$ cat src/fcsm_pkg.sv
package fcsm_pkg;

  // Register byte offsets on the AHB-Lite slave.
  localparam logic [7:0] REG_ADDR   = 8'h00;
  localparam logic [7:0] REG_WDATA  = 8'h04;
  localparam logic [7:0] REG_OP     = 8'h08;
  localparam logic [7:0] REG_STATUS = 8'h0C;
  localparam logic [7:0] REG_RDATA  = 8'h10;
  localparam logic [7:0] REG_CTRL   = 8'h14;

  // Status and control register field positions.
  localparam int unsigned ST_BUSY_BIT = 0;
  localparam int unsigned ST_ERR_BIT  = 1;
  localparam int unsigned ST_RUN_BIT  = 2;
  localparam int unsigned ST_SUSP_BIT = 3;
  localparam int unsigned ST_IDP_BIT  = 4;
  localparam int unsigned ST_SR_LSB   = 8;
  localparam int unsigned CTRL_RP_BIT = 0;
  localparam int unsigned SR_READY_BIT = 7;

  // Reset values.
  localparam logic [15:0] RDATA_RST = 16'h0000;
  localparam logic [7:0]  SR_RST    = 8'h80;

  // Flash command codes.
  localparam logic [15:0] CMD_READ_ARRAY = 16'h00FF;
  localparam logic [15:0] CMD_READ_STAT  = 16'h0070;
  localparam logic [15:0] CMD_CLEAR      = 16'h0050;
  localparam logic [15:0] CMD_READ_ID    = 16'h0090;
  localparam logic [15:0] CMD_QUERY      = 16'h0098;
  localparam logic [15:0] CMD_PROGRAM    = 16'h0040;
  localparam logic [15:0] CMD_ERASE      = 16'h0020;
  localparam logic [15:0] CMD_CONFIRM    = 16'h00D0;
  localparam logic [15:0] CMD_SUSPEND    = 16'h00B0;
  localparam logic [15:0] CMD_PROT_SETUP = 16'h0060;
  localparam logic [15:0] CMD_LOCK       = 16'h0001;
  localparam logic [15:0] CMD_LOCKDOWN   = 16'h002F;
  localparam logic [15:0] CMD_RESERVED   = 16'h0000;

  // Host operations written to the operation register.
  typedef enum logic [3:0] {
    OP_READ = 4'h0, OP_READ_ARRAY = 4'h1, OP_READ_STAT = 4'h2, OP_CLEAR = 4'h3,
    OP_READ_ID = 4'h4, OP_QUERY = 4'h5, OP_PROGRAM = 4'h6, OP_ERASE = 4'h7,
    OP_SUSPEND = 4'h8, OP_RESUME = 4'h9, OP_LOCK = 4'hA, OP_UNLOCK = 4'hB,
    OP_LOCKDOWN = 4'hC, OP_RAW = 4'hD
  } fcsm_op_e;

  // Pin sequencer states.
  typedef enum logic [3:0] {
    ST_IDLE  = 4'b0001,
    ST_SETUP = 4'b0010,
    ST_PULSE = 4'b0100,
    ST_HOLD  = 4'b1000
  } fcsm_state_e;

  // Pin timing.
  localparam int unsigned CLK_NS      = 100;
  localparam int unsigned T_WR_NS     = 100;
  localparam int unsigned T_ACC_NS    = 110;
  localparam int unsigned T_REC_NS    = 100;
  localparam int unsigned SYNC_STAGES = 2;
  localparam logic [3:0] WR_CYC  = 4'((T_WR_NS + CLK_NS - 1) / CLK_NS);
  localparam logic [3:0] RD_CYC  = 4'((T_ACC_NS + CLK_NS - 1) / CLK_NS + SYNC_STAGES);
  localparam logic [3:0] REC_CYC = 4'((T_REC_NS + CLK_NS - 1) / CLK_NS);

endpackage : fcsm_pkg
$ cat src/fcsm_host.sv
// Operation
// - Host never writes the reserved command code.
// - Host reads with select and output enable low, write enable high.
// - After identification reads host writes read array to address zero first.
// - Host erases with setup then confirm; only reads, status reads and suspend until done.
// - During program suspend host reads avoid the suspended word; during erase suspend alone, reads and programs avoid the suspended block.
//   The host checks reads against them only while no program runs.
// - During erase suspend host may program another block, then resume.
//
// The AHB-Lite slave port and the register addresses were left to the implementer.
`timescale 1ns/1ps
`default_nettype none

module fcsm_host
  import fcsm_pkg::*;
#(
  parameter int unsigned ADDR_W    = 21,
  parameter int unsigned BLK_SHIFT = 15
) (
  input  wire logic              hclk,
  input  wire logic              hresetn,
  input  wire logic              hsel,
  input  wire logic [31:0]       haddr,
  input  wire logic [1:0]        htrans,
  input  wire logic              hwrite,
  input  wire logic [2:0]        hsize,
  input  wire logic              hready,
  input  wire logic [31:0]       hwdata,
  output logic      [31:0]       hrdata,
  output logic                   hreadyout,
  output logic                   hresp,
  output logic      [ADDR_W-1:0] flash_addr,
  input  wire logic [15:0]       flash_dq_i,
  output logic      [15:0]       flash_dq_o,
  output logic                   flash_dq_oe,
  output logic                   flash_ce_n,
  output logic                   flash_oe_n,
  output logic                   flash_we_n,
  output logic                   flash_reset_powerdown_n
);

  if (ADDR_W > 32 || BLK_SHIFT >= ADDR_W || ADDR_W < 2) begin : g_chk
    $error("fcsm_host: unsupported ADDR_W or BLK_SHIFT");
  end

  function automatic logic [17:0] fcsm_step(input logic [3:0] op, input logic n,
                                            input logic [15:0] wd);
    logic [15:0] c0;
    logic [15:0] c1;
    logic        two;
    logic        rd1;
    c0  = wd;
    c1  = wd;
    two = 1'b1;
    rd1 = 1'b0;
    case (op)
      OP_READ:       begin two = 1'b0; end
      OP_READ_ARRAY: begin c0 = CMD_READ_ARRAY; two = 1'b0; end
      OP_READ_STAT:  begin c0 = CMD_READ_STAT; rd1 = 1'b1; end
      OP_CLEAR:      begin c0 = CMD_CLEAR; two = 1'b0; end
      OP_READ_ID:    begin c0 = CMD_READ_ID; rd1 = 1'b1; end
      OP_QUERY:      begin c0 = CMD_QUERY; rd1 = 1'b1; end
      OP_PROGRAM:    begin c0 = CMD_PROGRAM; end
      OP_ERASE:      begin c0 = CMD_ERASE; c1 = CMD_CONFIRM; end
      OP_SUSPEND:    begin c0 = CMD_SUSPEND; two = 1'b0; end
      OP_RESUME:     begin c0 = CMD_CONFIRM; two = 1'b0; end
      OP_LOCK:       begin c0 = CMD_PROT_SETUP; c1 = CMD_LOCK; end
      OP_UNLOCK:     begin c0 = CMD_PROT_SETUP; c1 = CMD_CONFIRM; end
      OP_LOCKDOWN:   begin c0 = CMD_PROT_SETUP; c1 = CMD_LOCKDOWN; end
      default:       begin two = 1'b0; end
    endcase
    if (!n) begin
      fcsm_step = {!two, op == OP_READ, c0};
    end else begin
      fcsm_step = {1'b1, rd1, c1};
    end
  endfunction

  ////////////////////////////////////////////////////////////////////////////////
  // AHB-Lite slave: one wait state, registered read data.

  logic              ap_q, ap_d;
  logic              ap_wr_q, ap_wr_d;
  logic [7:0]        ap_addr_q, ap_addr_d;
  logic              ready_q, ready_d;
  logic [31:0]       hrdata_q, hrdata_d;
  logic [31:0]       rd_mux;
  logic              wr_en;
  logic [ADDR_W-1:0] addr_q;
  logic [15:0]       wdata_q;
  logic [15:0]       rdata_q;
  logic [7:0]        sr_q;
  logic              err_q;
  logic              rp_req_q;
  logic              idp_q;
  logic              prun_q;
  logic              erun_q;
  logic              psus_q;
  logic              esus_q;
  fcsm_state_e       st_q;

  always_comb begin
    ap_d      = hsel && htrans[1] && hready;
    ap_wr_d   = hwrite;
    ap_addr_d = haddr[7:0];
    ready_d   = ap_q || ready_q;
    if (ap_d) begin
      ready_d = 1'b0;
    end
    rd_mux = 32'h0000_0000;
    if (ap_addr_q == REG_ADDR) begin
      rd_mux[ADDR_W-1:0] = addr_q;
    end else if (ap_addr_q == REG_WDATA) begin
      rd_mux[15:0] = wdata_q;
    end else if (ap_addr_q == REG_STATUS) begin
      rd_mux[ST_BUSY_BIT] = st_q != ST_IDLE;
      rd_mux[ST_ERR_BIT]  = err_q;
      rd_mux[ST_RUN_BIT]  = prun_q || erun_q;
      rd_mux[ST_SUSP_BIT] = psus_q || esus_q;
      rd_mux[ST_IDP_BIT]  = idp_q;
      rd_mux[ST_SR_LSB +: 8] = sr_q;
    end else if (ap_addr_q == REG_RDATA) begin
      rd_mux[15:0] = rdata_q;
    end else if (ap_addr_q == REG_CTRL) begin
      rd_mux[CTRL_RP_BIT] = rp_req_q;
    end
    hrdata_d = (ap_q && !ap_wr_q) ? rd_mux : hrdata_q;
    wr_en    = ap_q && ap_wr_q;
  end

  always_ff @(posedge hclk or negedge hresetn) begin
    if (!hresetn) begin
      ap_q      <= 1'b0;
      ap_wr_q   <= 1'b0;
      ap_addr_q <= 8'h00;
      ready_q   <= 1'b1;
      hrdata_q  <= 32'h0000_0000;
    end else begin
      ap_q      <= ap_d;
      ap_wr_q   <= ap_wr_d;
      ap_addr_q <= ap_addr_d;
      ready_q   <= ready_d;
      hrdata_q  <= hrdata_d;
    end
  end

  assign hrdata    = hrdata_q;
  assign hreadyout = ready_q;
  assign hresp     = 1'b0;

  ////////////////////////////////////////////////////////////////////////////////
  // Command sequencer, pin driver and device state tracking.

  logic [ADDR_W-1:0] addr_d, fa_q, fa_d, eblk_q, eblk_d, pword_q, pword_d;
  logic [15:0]       wdata_d, rdata_d, dqo_q, dqo_d, dq_s1_q, dq_s2_q;
  logic [7:0]        sr_d;
  logic [3:0]        op_q, op_d, cnt_q, cnt_d, new_op;
  logic              step_q, step_d, zadr_q, zadr_d, err_d, rp_req_d, idp_d;
  logic              prun_d, erun_d, psus_d, esus_d, sreq_q, sreq_d;
  logic              dqoe_q, dqoe_d, ce_q, ce_d, oe_q, oe_d, we_q, we_d, rp_q, rp_d;
  logic              ok, run, same_blk, same_word, launch, cap;
  logic [17:0]       stp;
  fcsm_state_e       st_d;

  always_comb begin
    addr_d = addr_q; wdata_d = wdata_q; rdata_d = rdata_q; sr_d = sr_q;
    op_d = op_q; cnt_d = cnt_q; step_d = step_q; zadr_d = zadr_q; err_d = err_q;
    rp_req_d = rp_req_q; idp_d = idp_q; prun_d = prun_q; erun_d = erun_q;
    psus_d = psus_q; esus_d = esus_q; sreq_d = sreq_q; eblk_d = eblk_q;
    pword_d = pword_q; fa_d = fa_q; dqo_d = dqo_q; dqoe_d = dqoe_q; st_d = st_q;
    ce_d = ce_q; oe_d = oe_q; we_d = we_q;
    rp_d = !rp_req_q;
    new_op    = hwdata[3:0];
    run       = prun_q || erun_q;
    same_blk  = addr_q[ADDR_W-1:BLK_SHIFT] == eblk_q[ADDR_W-1:BLK_SHIFT];
    same_word = addr_q == pword_q;
    stp       = fcsm_step(op_q, step_q, wdata_q);
    cap       = 1'b0;
    if (idp_q) begin
      ok = new_op == OP_READ || new_op == OP_READ_ARRAY || new_op == OP_READ_ID;
    end else if (run) begin
      ok = new_op == OP_READ || new_op == OP_READ_STAT || new_op == OP_SUSPEND;
    end else if (psus_q) begin
      ok = (new_op == OP_READ && !same_word) || new_op == OP_READ_ARRAY ||
           new_op == OP_READ_STAT || new_op == OP_READ_ID || new_op == OP_QUERY ||
           new_op == OP_PROGRAM || new_op == OP_RESUME;
    end else if (esus_q) begin
      ok = ((new_op == OP_READ || new_op == OP_PROGRAM) && !same_blk) ||
           new_op == OP_READ_ARRAY || new_op == OP_READ_STAT || new_op == OP_READ_ID ||
           new_op == OP_QUERY || new_op == OP_RESUME || new_op == OP_LOCK ||
           new_op == OP_UNLOCK || new_op == OP_LOCKDOWN;
    end else begin
      ok = new_op != OP_SUSPEND && new_op != OP_RESUME && new_op <= OP_RAW;
    end
    if (new_op == OP_RAW && wdata_q == CMD_RESERVED) begin
      ok = 1'b0;
    end
    launch = wr_en && ap_addr_q == REG_OP && st_q == ST_IDLE && !rp_req_q;
    if (wr_en && ap_addr_q == REG_ADDR) begin
      addr_d = hwdata[ADDR_W-1:0];
    end else if (wr_en && ap_addr_q == REG_WDATA) begin
      wdata_d = hwdata[15:0];
    end else if (wr_en && ap_addr_q == REG_CTRL) begin
      rp_req_d = hwdata[CTRL_RP_BIT];
    end else if (wr_en && ap_addr_q == REG_STATUS && hwdata[ST_ERR_BIT]) begin
      err_d = 1'b0;
    end
    if (wr_en && ap_addr_q == REG_OP && (!launch || !ok)) begin
      err_d = 1'b1;
    end
    if (launch && ok) begin
      op_d = new_op; step_d = 1'b0; zadr_d = idp_q && new_op == OP_READ_ARRAY;
      st_d = ST_SETUP;
      case (new_op)
        OP_READ_ARRAY: idp_d = 1'b0;
        OP_READ_ID:    idp_d = 1'b1;
        OP_PROGRAM:    begin prun_d = 1'b1; pword_d = addr_q; end
        OP_ERASE:      begin erun_d = 1'b1; eblk_d = addr_q; end
        OP_SUSPEND:    sreq_d = 1'b1;
        OP_RESUME:     begin
          if (psus_q) begin
            psus_d = 1'b0; prun_d = 1'b1;
          end else begin
            esus_d = 1'b0; erun_d = 1'b1;
          end
        end
        default: ;
      endcase
    end
    case (st_q)
      ST_SETUP: begin
        fa_d   = (zadr_q || (op_q == OP_READ_ID && !step_q)) ? '0 : addr_q;
        dqo_d  = stp[15:0];
        dqoe_d = !stp[16];
        ce_d   = 1'b0;
        oe_d   = !stp[16];
        we_d   = stp[16];
        cnt_d  = stp[16] ? RD_CYC : WR_CYC;
        st_d   = ST_PULSE;
      end
      ST_PULSE: begin
        cnt_d = cnt_q - 4'h1;
        if (cnt_q == 4'h1) begin
          oe_d = 1'b1; we_d = 1'b1; cnt_d = REC_CYC; st_d = ST_HOLD;
          if (oe_q == 1'b0) begin
            rdata_d = dq_s2_q;
            cap = op_q == OP_READ_STAT || run;
          end
        end
      end
      ST_HOLD: begin
        cnt_d = cnt_q - 4'h1;
        if (cnt_q == 4'h1) begin
          ce_d = 1'b1; dqoe_d = 1'b0; step_d = 1'b1;
          st_d = stp[17] ? ST_IDLE : ST_SETUP;
        end
      end
      default: ;
    endcase
    if (cap) begin
      sr_d = dq_s2_q[7:0];
      if (dq_s2_q[SR_READY_BIT]) begin
        psus_d = psus_q || (sreq_q && prun_q);
        esus_d = esus_q || (sreq_q && erun_q && !prun_q);
        prun_d = 1'b0; erun_d = 1'b0; sreq_d = 1'b0;
      end
    end
    if (rp_req_q) begin
      prun_d = 1'b0; erun_d = 1'b0; psus_d = 1'b0; esus_d = 1'b0; sreq_d = 1'b0;
      idp_d = 1'b0; st_d = ST_IDLE; ce_d = 1'b1; oe_d = 1'b1; we_d = 1'b1; dqoe_d = 1'b0;
    end
  end

  always_ff @(posedge hclk or negedge hresetn) begin
    if (!hresetn) begin
      addr_q <= '0; wdata_q <= 16'h0000; rdata_q <= RDATA_RST; sr_q <= SR_RST;
      op_q <= 4'h0; cnt_q <= 4'h0; step_q <= 1'b0; zadr_q <= 1'b0; err_q <= 1'b0;
      rp_req_q <= 1'b0; idp_q <= 1'b0; prun_q <= 1'b0; erun_q <= 1'b0;
      psus_q <= 1'b0; esus_q <= 1'b0; sreq_q <= 1'b0; eblk_q <= '0; pword_q <= '0;
      fa_q <= '0; dqo_q <= 16'h0000; dqoe_q <= 1'b0; st_q <= ST_IDLE;
      ce_q <= 1'b1; oe_q <= 1'b1; we_q <= 1'b1; rp_q <= 1'b0;
      dq_s1_q <= 16'h0000; dq_s2_q <= 16'h0000;
    end else begin
      addr_q <= addr_d; wdata_q <= wdata_d; rdata_q <= rdata_d; sr_q <= sr_d;
      op_q <= op_d; cnt_q <= cnt_d; step_q <= step_d; zadr_q <= zadr_d; err_q <= err_d;
      rp_req_q <= rp_req_d; idp_q <= idp_d; prun_q <= prun_d; erun_q <= erun_d;
      psus_q <= psus_d; esus_q <= esus_d; sreq_q <= sreq_d; eblk_q <= eblk_d;
      pword_q <= pword_d; fa_q <= fa_d; dqo_q <= dqo_d; dqoe_q <= dqoe_d; st_q <= st_d;
      ce_q <= ce_d; oe_q <= oe_d; we_q <= we_d; rp_q <= rp_d;
      dq_s1_q <= flash_dq_i; dq_s2_q <= dq_s1_q;
    end
  end

  assign flash_addr              = fa_q;
  assign flash_dq_o              = dqo_q;
  assign flash_dq_oe             = dqoe_q;
  assign flash_ce_n              = ce_q;
  assign flash_oe_n              = oe_q;
  assign flash_we_n              = we_q;
  assign flash_reset_powerdown_n = rp_q;
endmodule // fcsm_host

`default_nettype wire

$ cat config.mk
export PLATFORM = sky130hd
export DESIGN_NAME = fcsm_host
export DESIGN_NICKNAME = d
export VERILOG_FILES = /design/src/fcsm_pkg.sv /design/src/fcsm_host.sv
export SDC_FILE = /design/constraint.sdc
export NUM_CORES = 1
export LEC_CHECK = 0
export BUFFER_PORTS_ARGS = -buffer_cell sky130_fd_sc_hd__buf_2
export CORE_MARGIN = 4
export CORE_UTILIZATION = 45
export DETAILED_ROUTE_END_ITERATION = 7
export GPL_ROUTABILITY_DRIVEN = 0
export PLACE_DENSITY = 0.66
export SKIP_LAST_GASP = 1
export SLEW_MARGIN = 20
export SYNTH_ARGS = -nofsm -noshare
export SYNTH_HDL_FRONTEND = slang
export SYNTH_SLANG_ARGS = --single-unit
$ cat constraint.sdc
create_clock -name hclk -period 4.6 [get_ports hclk]
set_input_delay 0.46 -clock hclk [delete_from_list [all_inputs] [get_ports hclk]]
set_output_delay 0.46 -clock hclk [all_outputs]
set_load 0.01 [all_outputs]
# == Word level (Yosys, flattened, before mapping) ==
# Cells that the tools add are included.
# classes
reduce_logical,84
n_eq_ne,44
muxes,82
add_sub_neg,1
bitwise,3
magnitude_cmp,1
# ops
cell,count
$pmux 16 s10,1
$mux 1,55
$eq 4x4->1 const B,12
$pmux 16 s3,1
$eq 4x3->1 const B,9
$mux 16,2
$logic_or 1x1->1,27
$logic_and 1x1->1,24
$pmux 4 s3,2
$eq 21x21->1,1
$mux 21,1
$mux 4,5
$mux 18,1
$eq 4x1->1 const B,4
$eq 4x2->1 const B,4
$eq 8x4->1 const B,2
$eq 8x5->1 const B,2
$logic_not 16->1,1
$mux 15,1
$pmux 1 s2,7
$reduce_and 2->1,6
$reduce_bool 3->1,4
$logic_not 1->1,10
$mux 5,2
20 further kinds,31
# word_totals
output_inout_bits,76
elab_cells,248
reg_bits,231
inputBits,90

# == Depth between registers and ports, before layout ==
# Gate-level depths: netlist of the first run.
# depth
depth_word,21
mapped_depth,10

# == Worst setup path after synthesis of the first run ==
# Ideal clock, no wire load.
# synth_path
path_kind,register to register
startpoint,register st_q[0]
endpoint,register pword_q[10]
slack_ps,1909
t_arrival_ps,2567
setup_time_ps,125
period_less_slack_ps,2691
path_stages_with_launch,9
cell_sequence,dfstp_2 -> clkbuf_1 -> nand3b_1 -> a211oi_1 -> o21ai_0 -> or4_4 -> nor4_4 -> buf_4 -> mux2_2
# synth_via
elab_chain_cells,5
# synth_rtl
item,line_no,rtl
"start, declared",fcsm_host.sv:100,fcsm_state_e st_q;
"start signal, assigned",fcsm_host.sv:280,fa_q <= '0; dqo_q <= 16'h0000; dqoe_q <= 1'b0; st_q <= ST_IDLE;
"start signal, assigned",fcsm_host.sv:288,pword_q <= pword_d; fa_q <= fa_d; dqo_q <= dqo_d; dqoe_q <= dqoe_d; st_q <= st_d;
$eq 4x1->1,fcsm_host.sv:198,launch = wr_en && ap_addr_q == REG_OP && st_q == ST_IDLE && !rp_req_q;
$logic_and 1x1->1 (2 in series),fcsm_host.sv:198,
$logic_and 1x1->1,fcsm_host.sv:211,if (launch && ok) begin
$reduce_and 2->1 (no line),-,
"end signal, assigned",fcsm_host.sv:279,psus_q <= 1'b0; esus_q <= 1'b0; sreq_q <= 1'b0; eblk_q <= '0; pword_q <= '0;
"end signal, assigned",fcsm_host.sv:288,
"end, declared",fcsm_host.sv:154,"logic [ADDR_W-1:0] addr_d, fa_q, fa_d, eblk_q, eblk_d, pword_q, pword_d;"
# Every way passes these cells.
# A chain may end at the register's enable or synchronous reset.

# == Worst setup path after layout of the first run ==
# layout_path
startpoint,register st_q[3]
endpoint,register pword_q[7]
# Same word-level chain as after synthesis.

==> results.yml, run 1 <==
sta:
  rsz_0062_raised_after_global_routing: "false"
  final-setup-viol-count: 0
  final-max-slew-violation-count: 0
  setup-tns-final_ps: 0
  layout_worst_path_cycle_share: 0.6548
  max_slew.worst_pin.slew_ps: 868.4
  relSlewSlack: 0.4189
  fmaxAchievable_ghz: 0.3320
  worst_hold_slack_ps: -39.90
  period_needed_ps: 3012
  clock_skew_ps: 8.537
  hold_viol: 17
logic_synthesis:
  synth.most_common_cell: "sky130_fd_sc_hd__dfrtp_1"
  synth.ff_latch_count: 216
  synth.cell_area_um2: 9413
  synth_largest_type_area_fraction: 0.5583
  synth_sequential_area_ratio: 0.5750
  post_synthesis_cells: 806
  synth_flop_type: "sky130_fd_sc_hd__dfrtp_1"
  post_synth.cell_area_avg_um2: 11.68
  ys_top_cells_by_count: "sky130_fd_sc_hd__dfrtp_1, sky130_fd_sc_hd__mux2_2, sky130_fd_sc_hd__nand2_1"
  yosysWarnings: 0
  synthDistinctLibCells: 68
  netlist.top_cell.by_area: "sky130_fd_sc_hd__dfrtp_1"
  synth_async_sr_flop_share: 1.000
  synth_top_cells_by_area: "sky130_fd_sc_hd__dfrtp_1, sky130_fd_sc_hd__mux2_2, sky130_fd_sc_hd__nand2_1, sky130_fd_sc_hd__a22o_1, sky130_fd_sc_hd__nor2_1"
  number_of_enable_flip_flop_cells_after_synthesis: 0
global_route:
  grt_pass1_wl_um: 36490
  grtUsageMet3: 0.03011
  grt_antenna_before_repair: 0
  busiest_layer: "met2"
  grt_max_degree: 117
  grt_pass1_vias: 6535
  grtUsageMet1: 0.2805
  grt_use_total: 0.1926
  grt_remaining_overflow: 0
  grt_util_met2: 0.3041
floorplan:
  fp.dieH_um: 152.6
  core.rowCount: 52
  core_region_area_um2: 20430
  floorplan.io_pins: 166
  floorplan.die_area_um2: 23300
  dieWidth_um: 152.6
  start_util: 0.4607
clock_network:
  clock_tree.htree_level_count: 1
  clk_root_buffer_cell: "sky130_fd_sc_hd__clkbuf_16"
  cts_sinks: 216
  worst_skew_pair.late_latency_ps: 510
  clock_transition_at_the_registers_of_the_reported_paths_ps: 60
  ctsLongestPathBuffers: 3
  numCtsBuffers: 24
  cts.hold.buffers_added: 0
  ctsResizeCount: 0
  post_cts_buffers: 0
  tritoncts: "yes"
finish:
  drive_above_1_share: 0.3016
  final-seq-area_um2: 5413
  fill_cells: 1797
  finish.utilization: 0.5344
  antennaDiodeCount: 0
  syn_to_final_growth_pct: 15.98
  fin_area_um2: 10920
  combined_area_of_the_multi_input_logic_cells_um2: 3694
  nNetsFinal: 991
worst_setup_path:
  cp.arrival_ps: 3410
  worstSetupStartpointType: "flop"
  crit_required_ps: 4990
  critical_path_end_type: "flop"
  critical-path-max-stage-delay_ps: 580
  critPathMaxFanout: 21
  path_cells: "nor2_1 > nand3b_1 > a211oi_1 > o21ai_0 > or4_4 > nor4_4 > buf_4 > mux2_2"
  slowest_stage: "sky130_fd_sc_hd__or4_4"
  cp-startpoint: "st_q[3]"
  reg2reg_from: "st_q[3]"
  worstSetupPathType: "flop to flop"
run:
  timing.max_cap.violations: 0
pwr:
  vdd_ir_drop_max_uv: 359.0
  switching_fraction_of_total_power: 0.2292
  sum_of_internal_switching_and_leakage_power_w: 0.004081
  pwr-share-clk: 0.447
  cellInternalPower_w: 0.003145
  power.leakage_nw: 5.323
  share_comb_of_total_power: 0.056
  sequentialPowerShare: 0.497
  power_spent_charging_and_discharging_nets_w: 0.0009354
  pd_cells_nw_per_um2: 373.8
place:
  place_hpwl_um: 15640
  postPlaceCellArea_um2: 10150
  place.port_buffers: 114
detailed_routing:
  drt_wl_cell_um: 19.24
  count_of_routing_violations_after_the_opening_detailed_route_iteration: 549
  route.final.wire_length_um: 22810
  detail_route.vias_per_cell: 5.586
  route.vias.total: 6620
  post-route-drc-count: 0
  detail_route_antenna_nets: 0
  drt_pass_1_iters: 6
status:
  violations: "hold timing"
  run_status: "complete, but fails checks"
worst_hold_path:
  worstHoldPathType: "primary input to asynchronous set/reset pin"
cells in the final DEF (no fill, tap or decap), types with 6 or more instances in the layout:
master	n
sky130_fd_sc_hd__dfrtp_1	210
sky130_fd_sc_hd__buf_2	113
sky130_fd_sc_hd__mux2_2	87
sky130_fd_sc_hd__nand2_1	72
sky130_fd_sc_hd__nor2_1	57
sky130_fd_sc_hd__o21ai_0	35
sky130_fd_sc_hd__a22o_1	30
sky130_fd_sc_hd__a21oi_1	27
sky130_fd_sc_hd__clkbuf_16	24
sky130_fd_sc_hd__xor2_1	22
sky130_fd_sc_hd__nor4_1	17
sky130_fd_sc_hd__a31oi_1	15
sky130_fd_sc_hd__nand3_1	14
sky130_fd_sc_hd__a222oi_1	13
sky130_fd_sc_hd__inv_1	12
sky130_fd_sc_hd__conb_1	12
sky130_fd_sc_hd__nor3_1	10
sky130_fd_sc_hd__xnor2_1	9
sky130_fd_sc_hd__buf_4	8
sky130_fd_sc_hd__a21o_1	7
sky130_fd_sc_hd__o31ai_1	6
sky130_fd_sc_hd__nand2b_1	6
sky130_fd_sc_hd__mux2_4	6
sky130_fd_sc_hd__clkbuf_1	6
sky130_fd_sc_hd__dfstp_2	6
per-stage QoR:
step	hold WS [ps]	setup slack [ps]	instances
6_report	-39.90	1588	1185
5_1_grt	22.42	1354	1185
4_1_cts	8.228	1597	1185
3_5_place_dp	334.7	1532	1143
3_3_place_gp	332.3	1545	1143
2_1_floorplan	164.4	1909	817
cells by family after synthesis:
logic type      synth area share
fa+ha+maj               0.002658
flops                     0.5750
compound gates            0.1227
other cells            0.0003984
mux                       0.1180
xor+xnor                 0.02884
buf+inv                  0.03961
simple gates              0.1127
power by group through the flow:
| stage | Sequential, W | Combinational (W) | Clock (W) |
|---|---|---|---|
| after global placement | 0.00206 | 0.000224 | 0 |
| final | 0.00203 | 0.000226 | 0.00183 |
| after floorplan | 0.00203 | 0.000126 | 0 |
| after detailed placement | 0.00206 | 0.000229 | 0 |
| after global routing | 0.00203 | 0.000258 | 0.00196 |
| after CTS | 0.00203 | 0.000229 | 0.00188 |
critical path, delay by kind of cell, from the launching register on:
kind | cells | cell delay (ps)
compound gates | 2 | 470
buf+inv | 1 | 330
flops | 1 | 430
mux | 1 | 380
simple gates | 4 | 1270
sequential cells by signal, summed over array words and instances, names as in the netlist, 16 cells and up:
signal / flops
dq_s2_q: 16
flash_addr: 21
dq_s1_q: 16
flash_dq_o: 16
rdata_q: 16
addr_q: 21
pword_q: 21
wdata_q: 16
hrdata: 21
worst paths after layout:
| kind | slack [ps] | cells past startpoint | to |
|---|---|---|---|
| max | 1590 | 8 | pword_q[7] |
| min | -40 | 1 | cnt_q[3] |
| max reg2reg | 1590 | 8 | pword_q[7] |
| min reg2reg | 340 | 0 | dq_s2_q[10] |
| max in group asynchronous | 3600 | 2 | dq_s1_q[10] |
| min in group hclk | 60 | 1 | dq_s1_q[9] |
layer usage:
metal | share of wire | vias to the layer above
met1 | 0.45 | 3327
met2 | 0.47 | 181
met5 | 0 | -
li1 | - | 3067
met4 | 0.026 | 0
met3 | 0.048 | 45
cell type report:
cell class              instances  area share
flip-flops and latches        216      0.4958
multi-input cells             522      0.3383
repair buffers                123     0.06052
clock buffers                  35     0.06338
clock inverters                 7    0.006877
well taps                     270     0.03095
inverters                      12    0.004126
No activity file was read; power rests on OpenSTA's default activity.
==> run 2: changes to the inputs <==
--- a/config.mk
+++ b/config.mk
@@ -10,7 +10,7 @@
 export CORE_UTILIZATION = 45
 export DETAILED_ROUTE_END_ITERATION = 7
 export GPL_ROUTABILITY_DRIVEN = 0
-export PLACE_DENSITY = 0.66
+export PLACE_DENSITY = 0.69
 export SKIP_LAST_GASP = 1
 export SLEW_MARGIN = 20
 export SYNTH_ARGS = -nofsm -noshare
==> constraint.sdc (replaced) <==
create_clock -name hclk -period 2.5 [get_ports hclk]
set_input_delay 0.25 -clock hclk [delete_from_list [all_inputs] [get_ports hclk]]
set_output_delay 0.25 -clock hclk [all_outputs]
set_load 0.01 [all_outputs]
==> results.yml, run 2 (synthesis gave the netlist of run 1 again) <==
run:
  timing.max_cap.violations: 0
finish:
  nNetsFinal: 1127
  final_cell_mix: "sky130_fd_sc_hd__dfrtp_1, sky130_fd_sc_hd__buf_2, sky130_fd_sc_hd__buf_4, sky130_fd_sc_hd__nand2_1, sky130_fd_sc_hd__mux2_2"
  fin_area_um2: 12440
  syn_to_final_growth_pct: 32.21
  final_common_cell: "sky130_fd_sc_hd__dfrtp_1"
  antennaDiodeCount: 0
  fill_cells: 1609
  drive_above_1_share: 0.3751
floorplan:
  start_util: 0.4607
  dieWidth_um: 152.6
  floorplan.io_pins: 166
  core_region_area_um2: 20430
  floorplan.die_area_um2: 23300
  core.rowCount: 52
  fp.dieH_um: 152.6
detailed_routing:
  drt_wl_cell_um: 19.69
  detail_route.vias_per_cell: 5.500
  post-route-drc-count: 0
  drt_pass_1_iters: 6
  count_of_routing_violations_after_the_opening_detailed_route_iteration: 663
  detail_route_antenna_nets: 0
  route.final.wire_length_um: 26060
  route.vias.total: 7277
global_route:
  grt_max_degree: 98
  grt_pass1_wl_um: 40520
  grt_antenna_before_repair: 0
  grt_pass1_vias: 7419
  grt_remaining_overflow: 0
  grt_use_total: 0.2135
clock_network:
  clock_tree.htree_level_count: 1
  worst_skew_pair.late_latency_ps: 520
  tritoncts: "yes"
  clk_root_buffer_cell: "sky130_fd_sc_hd__clkbuf_16"
  cts_sinks: 216
  clock_transition_at_the_registers_of_the_reported_paths_ps: 60
  numCtsBuffers: 24
  ctsLongestPathBuffers: 3
worst_setup_path:
  critPathMaxFanout: 5
  slowest_stage: "sky130_fd_sc_hd__or4_4"
  crit_buf_inv: 3
  critical-path-max-stage-delay_ps: 560
  cp.arrival_ps: 3150
  worstSetupStartpointType: "flop"
  rr_endpoint: "pword_q[3]"
  critical_path_end_type: "flop"
  crit_required_ps: 2900
  worst_setup_path_endpoint: "pword_q[3]"
  crit_cells: 9
  crit_family: "simple AND/OR/NAND/NOR gates"
  reg2reg_from: "ap_addr_q[0]"
  worstSetupPathType: "flop to flop"
  path_depth_of_the_worst_reg2reg_path: 9
  worst-r2r-setup-slack_ps: -250
  path_cells: "or4_4 > nor3_4 > buf_6 > nand2_4 > or4_4 > nor4_4 > buf_6 > buf_8 > mux2_2"
  cp-startpoint: "ap_addr_q[0]"
pwr:
  pd_cells_nw_per_um2: 634.9
  power.leakage_nw: 6.116
  vdd_ir_drop_max_uv: 776.8
sta:
  final-max-slew-violation-count: 0
  layout_setup_ws_ps: -246.1
  final-setup-viol-count: 53
  clock_skew_ps: 15.88
  fmaxAchievable_ghz: 0.3642
  max_slew.worst_pin.slew_ps: 779.0
  rsz_0062_raised_after_global_routing: "true"
  period_needed_ps: 2746
  layout_worst_path_cycle_share: 1.098
  hold_viol: 0
  relSlewSlack: 0.4807
place:
  postPlaceCellArea_um2: 10830
  preCtsSetupSlack_ps: -251.6
  place_hpwl_um: 17530
  place.port_buffers: 114
status:
  violations: "setup timing"
  run_status: "complete, but fails checks"
worst_hold_path:
  worstHoldPathType: "primary input to flop"
[run 2: timing repair]
item                                    CTS  global route
buffers inserted                          4             8
hold endpoints to repair                128             0
endpoints found under the setup margin   42           100
pin swaps                                 3             6
hold buffers                             39             0
resized for setup                         4            51
cloned                                    0             5
[run 2: stage by stage]
stage          total power, W  TNS [ps]  utilization  hold WS, ps  std cells
6_report             0.007901     -6819       0.6091        5.255       1323
5_1_grt              0.008180    -10820       0.6091        17.04       1323
4_1_cts              0.007935     -5709       0.5929       0.6619       1311
3_5_place_dp         0.004261     -3632       0.5303        334.7       1224
3_3_place_gp         0.004253     -2945       0.5303        332.9       1224
2_1_floorplan        0.003974     -1966            -       -45.59        817
[run 2: routing by layer]
metal / global-route usage / vias up / share of wire
met2: 0.3482 / 289 / 0.47
met1: 0.2966 / 3595 / 0.43
met5: 0 / - / 0
met4: 0.06746 / 0 / 0.028
met3: 0.03209 / 53 / 0.063
li1: - / 3340 / -
[run 2: worst reg2reg max path: stages, from the launching register on]
cell,delay [ps]
sky130_fd_sc_hd__dfrtp_1,360
sky130_fd_sc_hd__or4_4,560
sky130_fd_sc_hd__nor3_4,240
sky130_fd_sc_hd__buf_6,140
sky130_fd_sc_hd__nand2_4,50
sky130_fd_sc_hd__or4_4,450
sky130_fd_sc_hd__nor4_4,160
sky130_fd_sc_hd__buf_6,180
sky130_fd_sc_hd__buf_8,150
sky130_fd_sc_hd__mux2_2,330
[run 2: worst min path at each step]
stage,start,to,slack [ps],cells after the start
5_1_grt,hwdata[6],wdata_q[6],20,2
6_report,hsel,hreadyout,5,3
3_5_place_dp,dq_s1_q[10],dq_s2_q[10],330,0
4_1_cts,hsel,hreadyout,0.7,3
3_3_place_gp,dq_s1_q[4],dq_s2_q[4],330,0
2_1_floorplan,hresetn,addr_q[0],-50,0
[run 2: final cells by class]
| cell class | instances | area, um^2 | area share |
|---|---|---|---|
| clock buffer | 35 | 732.0 | 0.05882 |
| clock inverter | 9 | 108.9 | 0.008747 |
| inverter | 12 | 45.04 | 0.003620 |
| multi-input combinational | 523 | 3880 | 0.3118 |
| sequential | 216 | 5414 | 0.4351 |
| tap | 270 | 337.8 | 0.02715 |
| timing repair buffer | 258 | 1927 | 0.1548 |
[run 2: power by group]
part           switching [W]  internal, W
clock                0.00140      0.00224
combinational       0.000321     0.000251
sequential         0.0000919      0.00360
total                0.00181      0.00609
==> run 3: changes to the inputs <==
--- a/config.mk
+++ b/config.mk
@@ -8,11 +8,11 @@
 export BUFFER_PORTS_ARGS = -buffer_cell sky130_fd_sc_hd__buf_2
 export CORE_MARGIN = 4
 export CORE_UTILIZATION = 45
+export CTS_BUF_LIST = sky130_fd_sc_hd__clkbuf_2 sky130_fd_sc_hd__clkbuf_4 sky130_fd_sc_hd__clkbuf_8
 export DETAILED_ROUTE_END_ITERATION = 7
 export GPL_ROUTABILITY_DRIVEN = 0
 export PLACE_DENSITY = 0.69
 export SKIP_LAST_GASP = 1
-export SLEW_MARGIN = 20
 export SYNTH_ARGS = -nofsm -noshare
 export SYNTH_HDL_FRONTEND = slang
 export SYNTH_SLANG_ARGS = --single-unit
==> results.yml, run 3 (synthesis gave the netlist of run 1 again) <==
pwr:
  cellInternalPower_w: 0.005914
  share_comb_of_total_power: 0.074
  pd_cells_nw_per_um2: 624.9
  vdd_ir_drop_max_uv: 484.5
  pwr-share-clk: 0.450
  power.leakage_nw: 6.145
  sequentialPowerShare: 0.476
  power_spent_charging_and_discharging_nets_w: 0.001851
  sum_of_internal_switching_and_leakage_power_w: 0.007765
  switching_fraction_of_total_power: 0.2383
detailed_routing:
  drt_wl_cell_um: 19.58
  route.vias.total: 7412
  post-route-drc-count: 0
  detail_route_antenna_nets: 0
  drt_pass_1_iters: 6
  detail_route.vias_per_cell: 5.494
  route.final.wire_length_um: 26410
  count_of_routing_violations_after_the_opening_detailed_route_iteration: 660
sta:
  final-setup-viol-count: 56
  setup-tns-final_ps: -6825
  relSlewSlack: 0.4784
  max_slew.worst_pin.slew_ps: 782.4
  worst_hold_slack_ps: 105.9
  fmaxAchievable_ghz: 0.3656
  clock_skew_ps: 12.69
  layout_setup_ws_ps: -235.4
  final-max-slew-violation-count: 0
  layout_worst_path_cycle_share: 1.094
  hold_viol: 0
  period_needed_ps: 2735
  rsz_0062_raised_after_global_routing: "true"
worst_hold_path:
  worstHoldPathType: "primary input to flop"
  hold_path.startpoint: "hwdata[1]"
worst_setup_path:
  critPathMaxFanout: 5
  crit_required_ps: 2920
  worstSetupPathType: "flop to flop"
  reg2reg_from: "ap_addr_q[0]"
  worstSetupStartpointType: "flop"
  slowest_stage: "sky130_fd_sc_hd__or4_4"
  cp.arrival_ps: 3150
  crit_buf_inv: 3
  cp-startpoint: "ap_addr_q[0]"
  crit_family: "simple AND/OR/NAND/NOR gates"
  critical-path-max-stage-delay_ps: 570
  path_cells: "or4_4 > nor3_4 > buf_6 > nand2_4 > or4_4 > nor4_4 > buf_6 > clkbuf_16 > mux2_4"
  critical_path_end_type: "flop"
place:
  place_hpwl_um: 17530
  place.port_buffers: 114
finish:
  drive_above_1_share: 0.3837
  combined_area_of_the_multi_input_logic_cells_um2: 3855
  final_common_cell: "sky130_fd_sc_hd__dfrtp_1"
  final_cell_mix: "sky130_fd_sc_hd__dfrtp_1, sky130_fd_sc_hd__buf_2, sky130_fd_sc_hd__buf_4, sky130_fd_sc_hd__nand2_1, sky130_fd_sc_hd__mux2_2"
  fill_cells: 1634
  nNetsFinal: 1144
  final-seq-area_um2: 5413
  antennaDiodeCount: 0
  syn_to_final_growth_pct: 32.02
status:
  violations: "setup timing"
  run_status: "complete, but fails checks"
global_route:
  grt_antenna_before_repair: 0
  grt_pass1_wl_um: 41310
  grt_max_degree: 98
  grt_pass1_vias: 7539
  grt_remaining_overflow: 0
  grt_use_total: 0.2199
floorplan:
  floorplan.die_area_um2: 23300
  core.rowCount: 52
  dieWidth_um: 152.6
  fp.dieH_um: 152.6
  core_region_area_um2: 20430
  start_util: 0.4607
  floorplan.io_pins: 166
run:
  timing.max_cap.violations: 0
clock_network:
  tritoncts: "yes"
  cts_sinks: 216
  clock_transition_at_the_registers_of_the_reported_paths_ps: 60
  clock_tree.htree_level_count: 2
  clk_root_buffer_cell: "sky130_fd_sc_hd__clkbuf_8"
  numCtsBuffers: 37
  worst_skew_pair.late_latency_ps: 540
  ctsLongestPathBuffers: 3
-- run 3: changes by cell type in the layout (fill, tap and decap cells not counted), sizes merged --
cell | previous run | this run
dlygate4sd3 | 39 | 45
buf | 217 | 215
clkinv | 6 | 3
clkinvlp | 1 | 0
inv | 12 | 14
clkbuf | 37 | 61
-- run 3: layer usage --
metal / global-route usage / part of all wire
met1: 0.2968 / 0.42
met2: 0.3570 / 0.47
met3: 0.04345 / 0.076
met4: 0.07764 / 0.030
met5: 0 / 0
-- run 3: power by group through the flow --
stage / Combinational [W] / Sequential, W / Clock [W]
5_1_grt: 0.000639 / 0.00370 / 0.00374
6_report: 0.000578 / 0.00370 / 0.00349
3_3_place_gp: 0.000501 / 0.00375 / 0
4_1_cts: 0.000568 / 0.00369 / 0.00356
3_5_place_dp: 0.000510 / 0.00375 / 0
2_1_floorplan: 0.000233 / 0.00374 / 0
-- run 3: worst reg2reg max path, cell delays in order, from the launching register on --
cell	delay, ps
sky130_fd_sc_hd__dfrtp_1	360
sky130_fd_sc_hd__or4_4	570
sky130_fd_sc_hd__nor3_4	240
sky130_fd_sc_hd__buf_6	140
sky130_fd_sc_hd__nand2_4	50
sky130_fd_sc_hd__or4_4	450
sky130_fd_sc_hd__nor4_4	160
sky130_fd_sc_hd__buf_6	180
sky130_fd_sc_hd__clkbuf_16	170
sky130_fd_sc_hd__mux2_4	300
-- run 3: timing repair --
item	4_1_cts	5_1_grt
gates cloned	0	5
hold buffers	45	0
hold endpoints to repair	141	0
setup buffers	4	5
setup endpoints to repair	49	104
resized for setup	4	42
pin swaps	3	4
-- run 3: final cells by class --
type / instances / area share
flip-flops and latches: 216 / 0.4356
multi-input cells: 523 / 0.3102
repair buffers: 262 / 0.1575
clock buffers: 59 / 0.05830
well taps: 270 / 0.02718
clock inverters: 7 / 0.007652
inverters: 12 / 0.003625
-- run 3: worst paths after layout --
kind / depth (start not counted) / endpoint / slack [ps]
min in group asynchronous: 2 / flash_dq_o[6] / 350
setup reg to reg: 9 / pword_q[2] / -240
hold / removal: 2 / addr_q[1] / 110
setup / recovery: 9 / pword_q[2] / -240
hold reg to reg: 0 / dq_s2_q[12] / 350
max in group asynchronous: 3 / sr_q[7] / 1440
-- run 3: stage by stage --
stage / instances / worst slack [ps] / util / instance area (um^2)
2_1_floorplan: 817 / -123.5 / - / 9468
3_3_place_gp: 1224 / -203.7 / 0.5303 / 10830
3_5_place_dp: 1224 / -251.6 / 0.5303 / 10830
4_1_cts: 1339 / -204.8 / 0.5947 / 12150
5_1_grt: 1349 / -308.4 / 0.6083 / 12430
6_report: 1349 / -235.4 / 0.6083 / 12430
